===== src/psm_pkg.sv =====
// Package of constants and carriers for the power source and state manager
package psm_pkg;

  // ************************************************************
  // Timing
  // ************************************************************
  localparam int unsigned CLK_HZ        = 20_000_000;
  localparam int unsigned STARTUP_US    = 2500;
  localparam int unsigned STARTUP_CYC   = STARTUP_US * (CLK_HZ / 1_000_000);
  localparam int unsigned LDO_STEP_US   = 100;
  localparam int unsigned LDO_STEP_CYC  = LDO_STEP_US * (CLK_HZ / 1_000_000);

  // ************************************************************
  // Register map (byte addresses)
  // ************************************************************
  localparam logic [7:0] ADDR_PCON      = 8'h00;
  localparam logic [7:0] ADDR_GPREG0    = 8'h04;
  localparam logic [7:0] ADDR_PDCFG     = 8'h18;
  localparam logic [7:0] ADDR_STATUS    = 8'h1c;
  localparam logic [7:0] ADDR_WAKE_EN   = 8'h20;
  localparam int unsigned NUM_GPREG     = 5;

  // Power control fields
  localparam int unsigned PCON_PM_SEL   = 0;
  localparam int unsigned PCON_SLEEP_F  = 1;
  localparam int unsigned PCON_DPD_F    = 2;
  localparam int unsigned PCON_AUTO_DIS = 3;
  localparam int unsigned PCON_BAT_OFF  = 4;
  localparam int unsigned PCON_LDO12_EN = 5;
  localparam int unsigned PCON_LDO16_EN = 6;
  localparam int unsigned PCON_DROP_EN  = 7;
  localparam logic [31:0] PCON_RST      = 32'h0000_0060;

  // Wake enable fields
  localparam int unsigned WEN_WAKE_PIN  = 0;
  localparam int unsigned WEN_RF        = 1;
  localparam logic [31:0] WEN_RST       = 32'h0000_0000;
  localparam logic [31:0] PDCFG_RST     = 32'h0000_0000;

  localparam logic [1:0] RESP_OKAY      = 2'b00;
  localparam logic [1:0] RESP_SLVERR    = 2'b10;

  // ************************************************************
  // Types
  // ************************************************************
  typedef enum logic [1:0] {
    PSM_SRC_NONE,
    PSM_SRC_BAT,
    PSM_SRC_FIELD
  } psm_src_t;

  typedef struct packed {
    logic rtc;
    logic watchdog;
    logic wake_pin;
    logic rf;
    logic start_irq;
  } psm_wake_t;

  typedef struct packed {
    logic digital_regulator_en;
    logic analog_regulator_en;
    logic core_por;
    logic boot_ok;
  } psm_pwr_t;

endpackage


===== src/psm_gpreg.sv =====
// Retained general-purpose register bank
`timescale 1ns/1ns
module psm_gpreg #(
  parameter int unsigned N = 5
) (
  // Clock
  input  wire logic                 sys_clk_i,
  // Write port
  input  wire logic                 wr_i,
  input  wire logic [2:0]           wr_idx_i,
  input  wire logic [31:0]          wr_data_i,
  // Read port
  input  wire logic [2:0]           rd_idx_i,
  output logic      [31:0]          rd_data_o
);

  logic [31:0] mem [N];

  // ************************************************************
  // Storage, no reset so contents survive deep power-down
  // ************************************************************
  always_ff @(posedge sys_clk_i) begin
    if (wr_i && (32'(wr_idx_i) < N)) begin
      mem[wr_idx_i] <= wr_data_i;
    end
  end

  always_ff @(posedge sys_clk_i) begin
    rd_data_o <= (32'(rd_idx_i) < N) ? mem[rd_idx_i] : 32'h0000_0000;
  end

endmodule


===== src/psm_top.sv =====
// Power source selection, power state and start-up sequencing
// Function
// - Battery switch open until pin or field trigger
// - Battery above threshold wins, preferred
// - Low battery with field uses field supply
// - Immediate switchover both directions
// - Auto switch disable forces battery, comparator off
// - Reset pin rising edge closes battery switch
// - No field: may open battery switch off
// - Enabled drop detector flags low rail
// - State flags and regulator encoding per state
// - Sequencer enables digital then analog regulator
// - Core reset after regulator and oscillator ready
// - Boot waits for flash ready
// - Start-up completes in about 2.5 ms
// - Field-only start-up follows same sequence
// - Timer oscillator cannot be disabled
// - Deep-sleep wake event set
// - Deep power-down wake event set
// - Five retained general-purpose registers
// - Power control selects mode, flags, overrides
// - Power-down config gates analog peripherals
// - Regulators enabled independently
`timescale 1ns/1ns
module psm_top
  import psm_pkg::*;
#(
  parameter int unsigned STARTUP_CYCLES = psm_pkg::STARTUP_CYC,
  parameter int unsigned PDCFG_W        = 8
) (
  // Clock and reset
  input  wire logic                      sys_clk_i,
  input  wire logic                      srst_i,
  // AXI4-Lite write
  input  wire logic [7:0]                s_awaddr_i,
  input  wire logic                      s_awvalid_i,
  output logic                           s_awready_o,
  input  wire logic [31:0]               s_wdata_i,
  input  wire logic [3:0]                s_wstrb_i,
  input  wire logic                      s_wvalid_i,
  output logic                           s_wready_o,
  output logic [1:0]                     s_bresp_o,
  output logic                           s_bvalid_o,
  input  wire logic                      s_bready_i,
  // AXI4-Lite read
  input  wire logic [7:0]                s_araddr_i,
  input  wire logic                      s_arvalid_i,
  output logic                           s_arready_o,
  output logic [31:0]                    s_rdata_o,
  output logic [1:0]                     s_rresp_o,
  output logic                           s_rvalid_o,
  input  wire logic                      s_rready_i,
  // Supply comparators and pins
  input  wire logic                      battery_ok_i,
  input  wire logic                      field_supply_i,
  input  wire logic                      reset_pin_low_i,
  input  wire logic                      rail_low_i,
  input  wire logic                      system_oscillator_ok_i,
  input  wire logic                      flash_ready_i,
  input  wire psm_pkg::psm_wake_t        wake_i,
  input  wire logic                      cpu_sleep_req_i,
  // Power outputs
  output logic                           battery_switch_o,
  output logic                           field_switch_o,
  output logic                           comparator_en_o,
  output psm_pkg::psm_pwr_t              pwr_o,
  output logic                           deep_powerdown_flag_o,
  output logic                           sleep_flag_o,
  output logic                           supply_drop_detector_o,
  output logic [PDCFG_W-1:0]             analog_pd_o
);
  import psm_pkg::*;

  typedef enum {
    ST_OFF, ST_LDO12, ST_LDO16, ST_WAIT, ST_ACTIVE, ST_SLEEP, ST_DPD
  } psm_state_t;

  psm_state_t  state;
  logic [31:0] pcon;
  logic [31:0] wake_en;
  logic [31:0] pdcfg;
  logic [1:0]  bat_sync;
  logic [1:0]  fld_sync;
  logic [1:0]  rst_sync;
  logic        rst_prev;
  logic [31:0] seq_cnt;
  logic        bat_closed;
  logic        por_done;
  logic        bat_q;
  logic        fld_q;
  logic        rst_rise;
  logic        any_wake_ds;
  logic        any_wake_dpd;
  // Bus
  logic        aw_held;
  logic        w_held;
  logic [7:0]  aw_addr;
  logic [31:0] w_data;
  logic        do_wr;
  logic        wr_ok;
  logic        rd_pend;
  logic [7:0]  ar_addr;
  logic [31:0] gp_rdata;
  logic        gp_wr;
  logic [2:0]  gp_widx;
  logic [2:0]  gp_ridx;

  // ************************************************************
  // Input synchronisers
  // ************************************************************
  always_ff @(posedge sys_clk_i) begin
    if (srst_i) begin
      bat_sync <= 2'h0;
      fld_sync <= 2'h0;
      rst_sync <= 2'h3;
      rst_prev <= 1'b1;
    end else begin
      bat_sync <= {bat_sync[0], battery_ok_i};
      fld_sync <= {fld_sync[0], field_supply_i};
      rst_sync <= {rst_sync[0], reset_pin_low_i};
      rst_prev <= rst_sync[1];
    end
  end

  assign bat_q    = bat_sync[1];
  assign fld_q    = fld_sync[1];
  assign rst_rise = rst_sync[1] & ~rst_prev;

  // ************************************************************
  // Battery switch and source selection
  // ************************************************************
  always_ff @(posedge sys_clk_i) begin
    if (srst_i) begin
      bat_closed <= 1'b0;
    end else if (rst_rise) begin
      bat_closed <= 1'b1;
    end else if (fld_q && !bat_closed) begin
      bat_closed <= 1'b1;
    end else if (pcon[PCON_BAT_OFF] && !fld_q) begin
      bat_closed <= 1'b0;
    end
  end

  always_ff @(posedge sys_clk_i) begin
    if (srst_i) begin
      battery_switch_o <= 1'b0;
      field_switch_o   <= 1'b0;
      comparator_en_o  <= 1'b1;
    end else begin
      comparator_en_o <= ~pcon[PCON_AUTO_DIS];
      if (pcon[PCON_AUTO_DIS]) begin
        battery_switch_o <= bat_closed;
        field_switch_o   <= 1'b0;
      end else begin
        battery_switch_o <= bat_closed & bat_q;
        field_switch_o   <= fld_q & ~(bat_closed & bat_q);
      end
    end
  end

  // ************************************************************
  // Power state machine
  // ************************************************************
  assign any_wake_ds  = rst_rise | wake_i.rtc | wake_i.watchdog
                        | wake_i.wake_pin | wake_i.start_irq
                        | (wake_i.rf & wake_en[WEN_RF]);
  assign any_wake_dpd = rst_rise | wake_i.rtc
                        | (wake_i.wake_pin & wake_en[WEN_WAKE_PIN])
                        | (wake_i.rf & wake_en[WEN_RF]);

  // Timer oscillator has no disable control anywhere
  always_ff @(posedge sys_clk_i) begin
    if (srst_i) begin
      state   <= ST_OFF;
      seq_cnt <= 32'h0000_0000;
    end else begin
      seq_cnt <= seq_cnt + 32'h0000_0001;
      case (state)
        ST_OFF: begin
          seq_cnt <= 32'h0000_0000;
          if (battery_switch_o || field_switch_o) begin
            state <= ST_LDO12;
          end
        end
        ST_LDO12: begin
          if (seq_cnt >= LDO_STEP_CYC - 1) begin
            state <= ST_LDO16;
          end
        end
        ST_LDO16: begin
          if (seq_cnt >= 2 * LDO_STEP_CYC - 1) begin
            state <= ST_WAIT;
          end
        end
        ST_WAIT: begin
          if (flash_ready_i && por_done
              && seq_cnt >= STARTUP_CYCLES - 1) begin
            state <= ST_ACTIVE;
          end
        end
        ST_ACTIVE: begin
          if (!battery_switch_o && !field_switch_o) begin
            state <= ST_OFF;
          end else if (cpu_sleep_req_i && pcon[PCON_PM_SEL]) begin
            state <= ST_DPD;
          end else if (cpu_sleep_req_i) begin
            state <= ST_SLEEP;
          end
        end
        ST_SLEEP: begin
          if (any_wake_ds) begin
            state <= ST_ACTIVE;
          end
        end
        ST_DPD: begin
          seq_cnt <= 32'h0000_0000;
          if (any_wake_dpd) begin
            state <= ST_LDO12;
          end
        end
        default: state <= ST_OFF;
      endcase
    end
  end

  always_ff @(posedge sys_clk_i) begin
    if (srst_i || state == ST_OFF || state == ST_DPD) begin
      por_done <= 1'b0;
    end else if (pwr_o.digital_regulator_en && system_oscillator_ok_i) begin
      por_done <= 1'b1;
    end
  end

  // ************************************************************
  // Power outputs
  // ************************************************************
  always_ff @(posedge sys_clk_i) begin
    if (srst_i) begin
      pwr_o                 <= '0;
      deep_powerdown_flag_o <= 1'b0;
      sleep_flag_o          <= 1'b0;
    end else begin
      pwr_o.digital_regulator_en <= (state != ST_OFF) && (state != ST_DPD)
                                    && pcon[PCON_LDO12_EN];
      pwr_o.analog_regulator_en  <= (state != ST_OFF) && (state != ST_DPD)
                                    && (state != ST_LDO12)
                                    && pcon[PCON_LDO16_EN];
      pwr_o.core_por  <= por_done;
      pwr_o.boot_ok   <= (state == ST_ACTIVE) || (state == ST_SLEEP);
      deep_powerdown_flag_o <= (state == ST_DPD);
      sleep_flag_o          <= (state == ST_SLEEP);
    end
  end

  always_ff @(posedge sys_clk_i) begin
    if (srst_i) begin
      supply_drop_detector_o <= 1'b0;
      analog_pd_o            <= '0;
    end else begin
      supply_drop_detector_o <= pcon[PCON_DROP_EN] & rail_low_i;
      analog_pd_o            <= pdcfg[PDCFG_W-1:0];
    end
  end

  // ************************************************************
  // AXI4-Lite write channel
  // ************************************************************
  assign do_wr   = aw_held && w_held && !s_bvalid_o;
  assign wr_ok   = (aw_addr == ADDR_PCON) || (aw_addr == ADDR_PDCFG)
                   || (aw_addr == ADDR_WAKE_EN)
                   || ((aw_addr >= ADDR_GPREG0) && (aw_addr < ADDR_PDCFG));
  assign gp_wr   = do_wr && (aw_addr >= ADDR_GPREG0)
                   && (aw_addr < ADDR_PDCFG) && (s_wstrb_i != 4'h0);
  assign gp_widx = 3'((aw_addr - ADDR_GPREG0) >> 2);
  assign gp_ridx = 3'((s_araddr_i - ADDR_GPREG0) >> 2);

  always_ff @(posedge sys_clk_i) begin
    if (srst_i) begin
      aw_held     <= 1'b0;
      w_held      <= 1'b0;
      aw_addr     <= 8'h00;
      w_data      <= 32'h0000_0000;
      s_awready_o <= 1'b1;
      s_wready_o  <= 1'b1;
      s_bvalid_o  <= 1'b0;
      s_bresp_o   <= RESP_OKAY;
    end else begin
      if (s_awvalid_i && s_awready_o) begin
        aw_held     <= 1'b1;
        aw_addr     <= {s_awaddr_i[7:2], 2'b00};
        s_awready_o <= 1'b0;
      end
      if (s_wvalid_i && s_wready_o) begin
        w_held     <= 1'b1;
        w_data     <= s_wdata_i;
        s_wready_o <= 1'b0;
      end
      if (do_wr) begin
        s_bvalid_o <= 1'b1;
        s_bresp_o  <= wr_ok ? RESP_OKAY : RESP_SLVERR;
        aw_held    <= 1'b0;
        w_held     <= 1'b0;
      end
      if (s_bvalid_o && s_bready_i) begin
        s_bvalid_o  <= 1'b0;
        s_awready_o <= 1'b1;
        s_wready_o  <= 1'b1;
      end
    end
  end

  always_ff @(posedge sys_clk_i) begin
    if (srst_i) begin
      pcon    <= PCON_RST;
      wake_en <= WEN_RST;
      pdcfg   <= PDCFG_RST;
    end else if (do_wr) begin
      case (aw_addr)
        ADDR_PCON:    pcon    <= w_data;
        ADDR_WAKE_EN: wake_en <= w_data;
        ADDR_PDCFG:   pdcfg   <= w_data;
        default:      pcon    <= pcon;
      endcase
    end
  end

  psm_gpreg #(
    .N (NUM_GPREG)
  ) u_gpreg (
    .sys_clk_i (sys_clk_i),
    .wr_i      (gp_wr),
    .wr_idx_i  (gp_widx),
    .wr_data_i (w_data),
    .rd_idx_i  (gp_ridx),
    .rd_data_o (gp_rdata)
  );

  // ************************************************************
  // AXI4-Lite read channel
  // ************************************************************
  always_ff @(posedge sys_clk_i) begin
    if (srst_i) begin
      rd_pend     <= 1'b0;
      ar_addr     <= 8'h00;
      s_arready_o <= 1'b1;
      s_rvalid_o  <= 1'b0;
      s_rdata_o   <= 32'h0000_0000;
      s_rresp_o   <= RESP_OKAY;
    end else begin
      if (s_arvalid_i && s_arready_o) begin
        rd_pend     <= 1'b1;
        ar_addr     <= {s_araddr_i[7:2], 2'b00};
        s_arready_o <= 1'b0;
      end
      if (rd_pend) begin
        rd_pend    <= 1'b0;
        s_rvalid_o <= 1'b1;
        s_rresp_o  <= RESP_OKAY;
        case (ar_addr)
          ADDR_PCON: begin
            s_rdata_o <= pcon;
            s_rdata_o[PCON_SLEEP_F] <= sleep_flag_o;
            s_rdata_o[PCON_DPD_F]   <= deep_powerdown_flag_o;
          end
          ADDR_WAKE_EN: s_rdata_o <= wake_en;
          ADDR_PDCFG:   s_rdata_o <= pdcfg;
          ADDR_STATUS:  s_rdata_o <= {24'h000000, supply_drop_detector_o,
                                      pwr_o, battery_switch_o,
                                      field_switch_o, fld_q};
          default: begin
            if ((ar_addr >= ADDR_GPREG0) && (ar_addr < ADDR_PDCFG)) begin
              s_rdata_o <= gp_rdata;
            end else begin
              s_rdata_o <= 32'h0000_0000;
              s_rresp_o <= RESP_SLVERR;
            end
          end
        endcase
      end
      if (s_rvalid_o && s_rready_i) begin
        s_rvalid_o  <= 1'b0;
        s_arready_o <= 1'b1;
      end
    end
  end

endmodule


===== config.mk =====
export PLATFORM = sky130hd
export DESIGN_NAME = psm_top
export DESIGN_NICKNAME = d
export VERILOG_FILES = /design/src/psm_pkg.sv /design/src/psm_gpreg.sv /design/src/psm_top.sv
export SDC_FILE = /design/constraint.sdc
export NUM_CORES = 1
export LEC_CHECK = 0
export BUFFER_PORTS_ARGS = -buffer_cell sky130_fd_sc_hd__clkbuf_2
export CAP_MARGIN = 15
export CELL_PAD_IN_SITES_DETAIL_PLACEMENT = 1
export CELL_PAD_IN_SITES_GLOBAL_PLACEMENT = 2
export CORE_MARGIN = 4
export CORE_UTILIZATION = 30
export DETAILED_ROUTE_END_ITERATION = 16
export GPL_TIMING_DRIVEN = 0
export PLACE_DENSITY = 0.68
export SLEW_MARGIN = 10
export SYNTH_ARGS = -nofsm -noshare
export SYNTH_HDL_FRONTEND = slang
export SYNTH_SLANG_ARGS = --single-unit

===== constraint.sdc =====
create_clock -name sys_clk_i -period 6 [get_ports sys_clk_i]
set_clock_uncertainty 0.2 [all_clocks]
set_input_delay 0.6 -clock sys_clk_i [delete_from_list [all_inputs] [get_ports sys_clk_i]]
set_output_delay 0.6 -clock sys_clk_i [all_outputs]
set_load 0.1 [all_outputs]

==> results_dict.tcl <==
set metrics [dict create \
    status "finished, final reports clean" \
    drt_iter0_drc 854 \
    fin_crit_ns 3.640 \
    hold_path_class "in -> reg" \
    clock.fmax_ghz 0.2747 \
    r2r_slack_ns 2.78 \
    p_per_area_mw_per_mm2 350.6 \
    cp-start-kind "primary input" \
    htree_levels 2 \
    gp_congestion 0.8008 \
    max_stage_delay_ns 0.61 \
    die_y_um 241.3 \
    critPathKind "in -> reg" \
    clock_path_buffers 3 \
    die-width_um 241.3 \
    first_pass_iters 5 \
    core_area_mm2 0.05381 \
    cts_resized 0 \
    tightest_slew_ns 0.9539 \
    synth-edff-count 160 \
    vias_per_cell 4.970 \
    cp.arrival_ns 3.93 \
    regArea_mm2 0.01029 \
    max_slew_margin 0.3640 \
    syn2layout_area_growth_pct 20.52 \
    rows 85 \
    antenna_found_initial 0 \
    ys_dominant_reg_cell "dfxtp_1" \
    grt_pass1_wl_um 79450 \
    cts_tree "yes" \
    placed_cells 2376 \
    worstPathMaxFanout 10 \
    ys_seq_area_frac 0.6304 \
    post-place-ws_ns 1.652 \
    setup_ws_ns 2.360 \
    cts_buffers 49 \
    avgRoutedWirePerCell_um 21.36 \
    yosys_warnings 0 \
    portBuffers 119 \
    hold_buffers 2 \
    syn-instance-count 1545 \
    holdPathStages 2 \
    leakagePower_nw 6.936 \
    end_kind "flop" \
    dieArea_mm2 0.05820 \
    cts_sinks 434 \
    p_total_w 0.006898 \
    pin_count 130 \
    setup_viol 0 \
    hp-start "battery_ok_i" \
    r2r_cells 7 \
    crit_path_frequent_cell "clkbuf_1" \
    grt_pass1_vias 12820 \
    vias 12270 \
    rsz0062_at_grt "false" \
    start_util 0.3033 \
    grt_max_degree 19 \
    finalNonFillerCells 2469 \
    async_reset_ff_frac 0 \
    synth_cell_types 55 \
    final_cell_mix "371 x nand2_1, 274 x dfxtp_1, 165 x a21oi_1" \
    cts_setup_buffers 0 \
    critPathSlowestCell "clkbuf_1" \
    wl_um 52740 \
    multiInputGateArea_mm2 0.005584 \
    grtUsageTotal 0.1816 \
    remaining_drc_errors 0 \
    crit_required_ns 6.29 \
    clock_latency_ns 0.58 \
    finalHoldViolations 0 \
    clockRootBuffer "clkbuf_16" \
    placed_cell_area_mm2 0.01799 \
    detail-route-antenna-nets 0 \
    nets 1810 \
    whs_ns 0.03772 \
    syn-cell-area_mm2 0.01632 \
    grt_overflow_total 0 \
    path_cells "clkbuf_1 -> buf_2 -> inv_1 -> ha_1 -> clkbuf_1 -> and2_1 -> clkbuf_1 -> clkbuf_1 -> nand2_1 -> o21ai_0" \
    synth-seq-cells 434 \
    layout_commonest_cell "nand2_1" \
    dpl.hpwl_um 37740 \
    period_share 0.6067 \
    finish.instance_area_mm2 0.01967 \
    drv_slew 0 \
    drv_cap 0 \
    n_antenna_cell 0 \
    r2r_end "u_gpreg.mem[1][20]" \
    r2r_start "s_bvalid_o" \
    path_clk_slew_ns 0.06 \
    n_fill_cell 6065 \
    drive_gt1_frac 0.1596 \
    syn_avg_cell_area_um2 10.56 \
    hold_end "bat_sync[0]" \
    vdd_drop_max_uv 193.2 \
]
sequential cells by signal (all words and copies together), names as in the netlist, 3 cells and up:
name,flops
analog_pd_o,8
ar_addr,6
u_gpreg.mem,160
pcon,30
seq_cnt,32
state,3
wake_en,32
pdcfg,32
u_gpreg.rd_data_o,32
w_data,32
pwr_o,4
aw_addr,6
s_rdata_o,32
area by class of cell:
type,instances,share of cell area
Buffer,105,0.02213
Clock inverter,11,0.006869
Sequential cell,434,0.5231
Tap cell,696,0.04427
Clock buffer,80,0.07766
Multi-Input combinational cell,993,0.2839
Timing Repair Buffer,136,0.03944
Inverter,14,0.002671
cell usage after synthesis (6+ instances only):
library cell,count,area share
nor2b_1,16,0.0061
xnor2_1,18,0.0097
nor4_1,9,0.0034
buf_1,6,0.0014
nand2b_1,13,0.0050
and3_1,7,0.0027
ha_1,6,0.0046
a21oi_1,165,0.051
dfxtp_1,274,0.34
a22oi_1,31,0.014
nor3_1,29,0.0089
edfxtp_1,160,0.29
nand4_1,10,0.0038
nor2_1,89,0.020
nand3_1,56,0.017
mux4_2,32,0.044
a31oi_1,8,0.0031
o21ai_0,40,0.012
clkbuf_1,77,0.018
a222oi_1,10,0.0061
a311oi_1,10,0.0054
xor2_1,12,0.0064
a211oi_1,10,0.0046
nand2_1,371,0.085
buf_2,17,0.0052
inv_1,14,0.0032
where the power goes:
part           leakage, nW  internal, W  switching [W]
clock network        0.815      0.00186        0.00121
logic                 2.28     0.000155       0.000469
registers             3.84      0.00312      0.0000820
cell families (layout without fill, tap and decap cells):
| group | Yosys count | in the layout | synth area share |
|---|---|---|---|
| AND/OR/NAND/NOR | 635 | 635 | 0.1708 |
| multiplexers | 34 | 34 | 0.04538 |
| XOR/XNOR | 30 | 30 | 0.01610 |
| adder cells (fa/ha/maj) | 6 | 6 | 0.004599 |
| AO/OA/AOI/OAI | 286 | 286 | 0.1026 |
| flip-flops | 434 | 434 | 0.6304 |
| buffers and inverters | 119 | 346 | 0.02990 |
| other | 1 | 2 | 0.0002298 |
stage by stage:
| stage | setup TNS (ns) | utilization |
|---|---|---|
| 5_1_grt | 0 | 0.3655 |
| 3_3_place_gp | -83.71 | 0.3306 |
| 4_1_cts | 0 | 0.3655 |
| 2_1_floorplan | 0 | - |
| 6_report | 0 | 0.3655 |
| 3_5_place_dp | 0 | 0.3343 |
critical path: cells and delay by family:
family	cells	cell delay, ns
AO/OA/AOI/OAI	1	0.22
adder cells (fa/ha/maj)	1	0.28
buffers and inverters	6	2.47
AND/OR/NAND/NOR	2	0.32
per-layer routing:
| metal | up-vias | routed length (µm) | track usage |
|---|---|---|---|
| met2 | 246 | 24850 | 0.2999 |
| met1 | 6153 | 24410 | 0.2483 |
| met5 | - | 0 | 0 |
| li1 | 5798 | - | - |
| met3 | 74 | 2227 | 0.02971 |
| met4 | 0 | 1255 | 0.05286 |
how the worst max path moves through the flow:
stage / startpoint / to / slack [ns] / cells past startpoint
floorplan: s_bvalid_o / u_gpreg.mem[1][0] / 1.13 / 5
global placement: s_bvalid_o / u_gpreg.mem[1][21] / -1.13 / 5
detailed placement: s_araddr_i[2] / u_gpreg.rd_data_o[20] / 1.65 / 10
CTS: s_araddr_i[2] / u_gpreg.rd_data_o[20] / 2.27 / 10
global route: s_araddr_i[2] / u_gpreg.rd_data_o[8] / 2.14 / 10
finish: s_araddr_i[2] / u_gpreg.rd_data_o[20] / 2.36 / 10
Note: power is estimated with default switching activity, not from simulation.
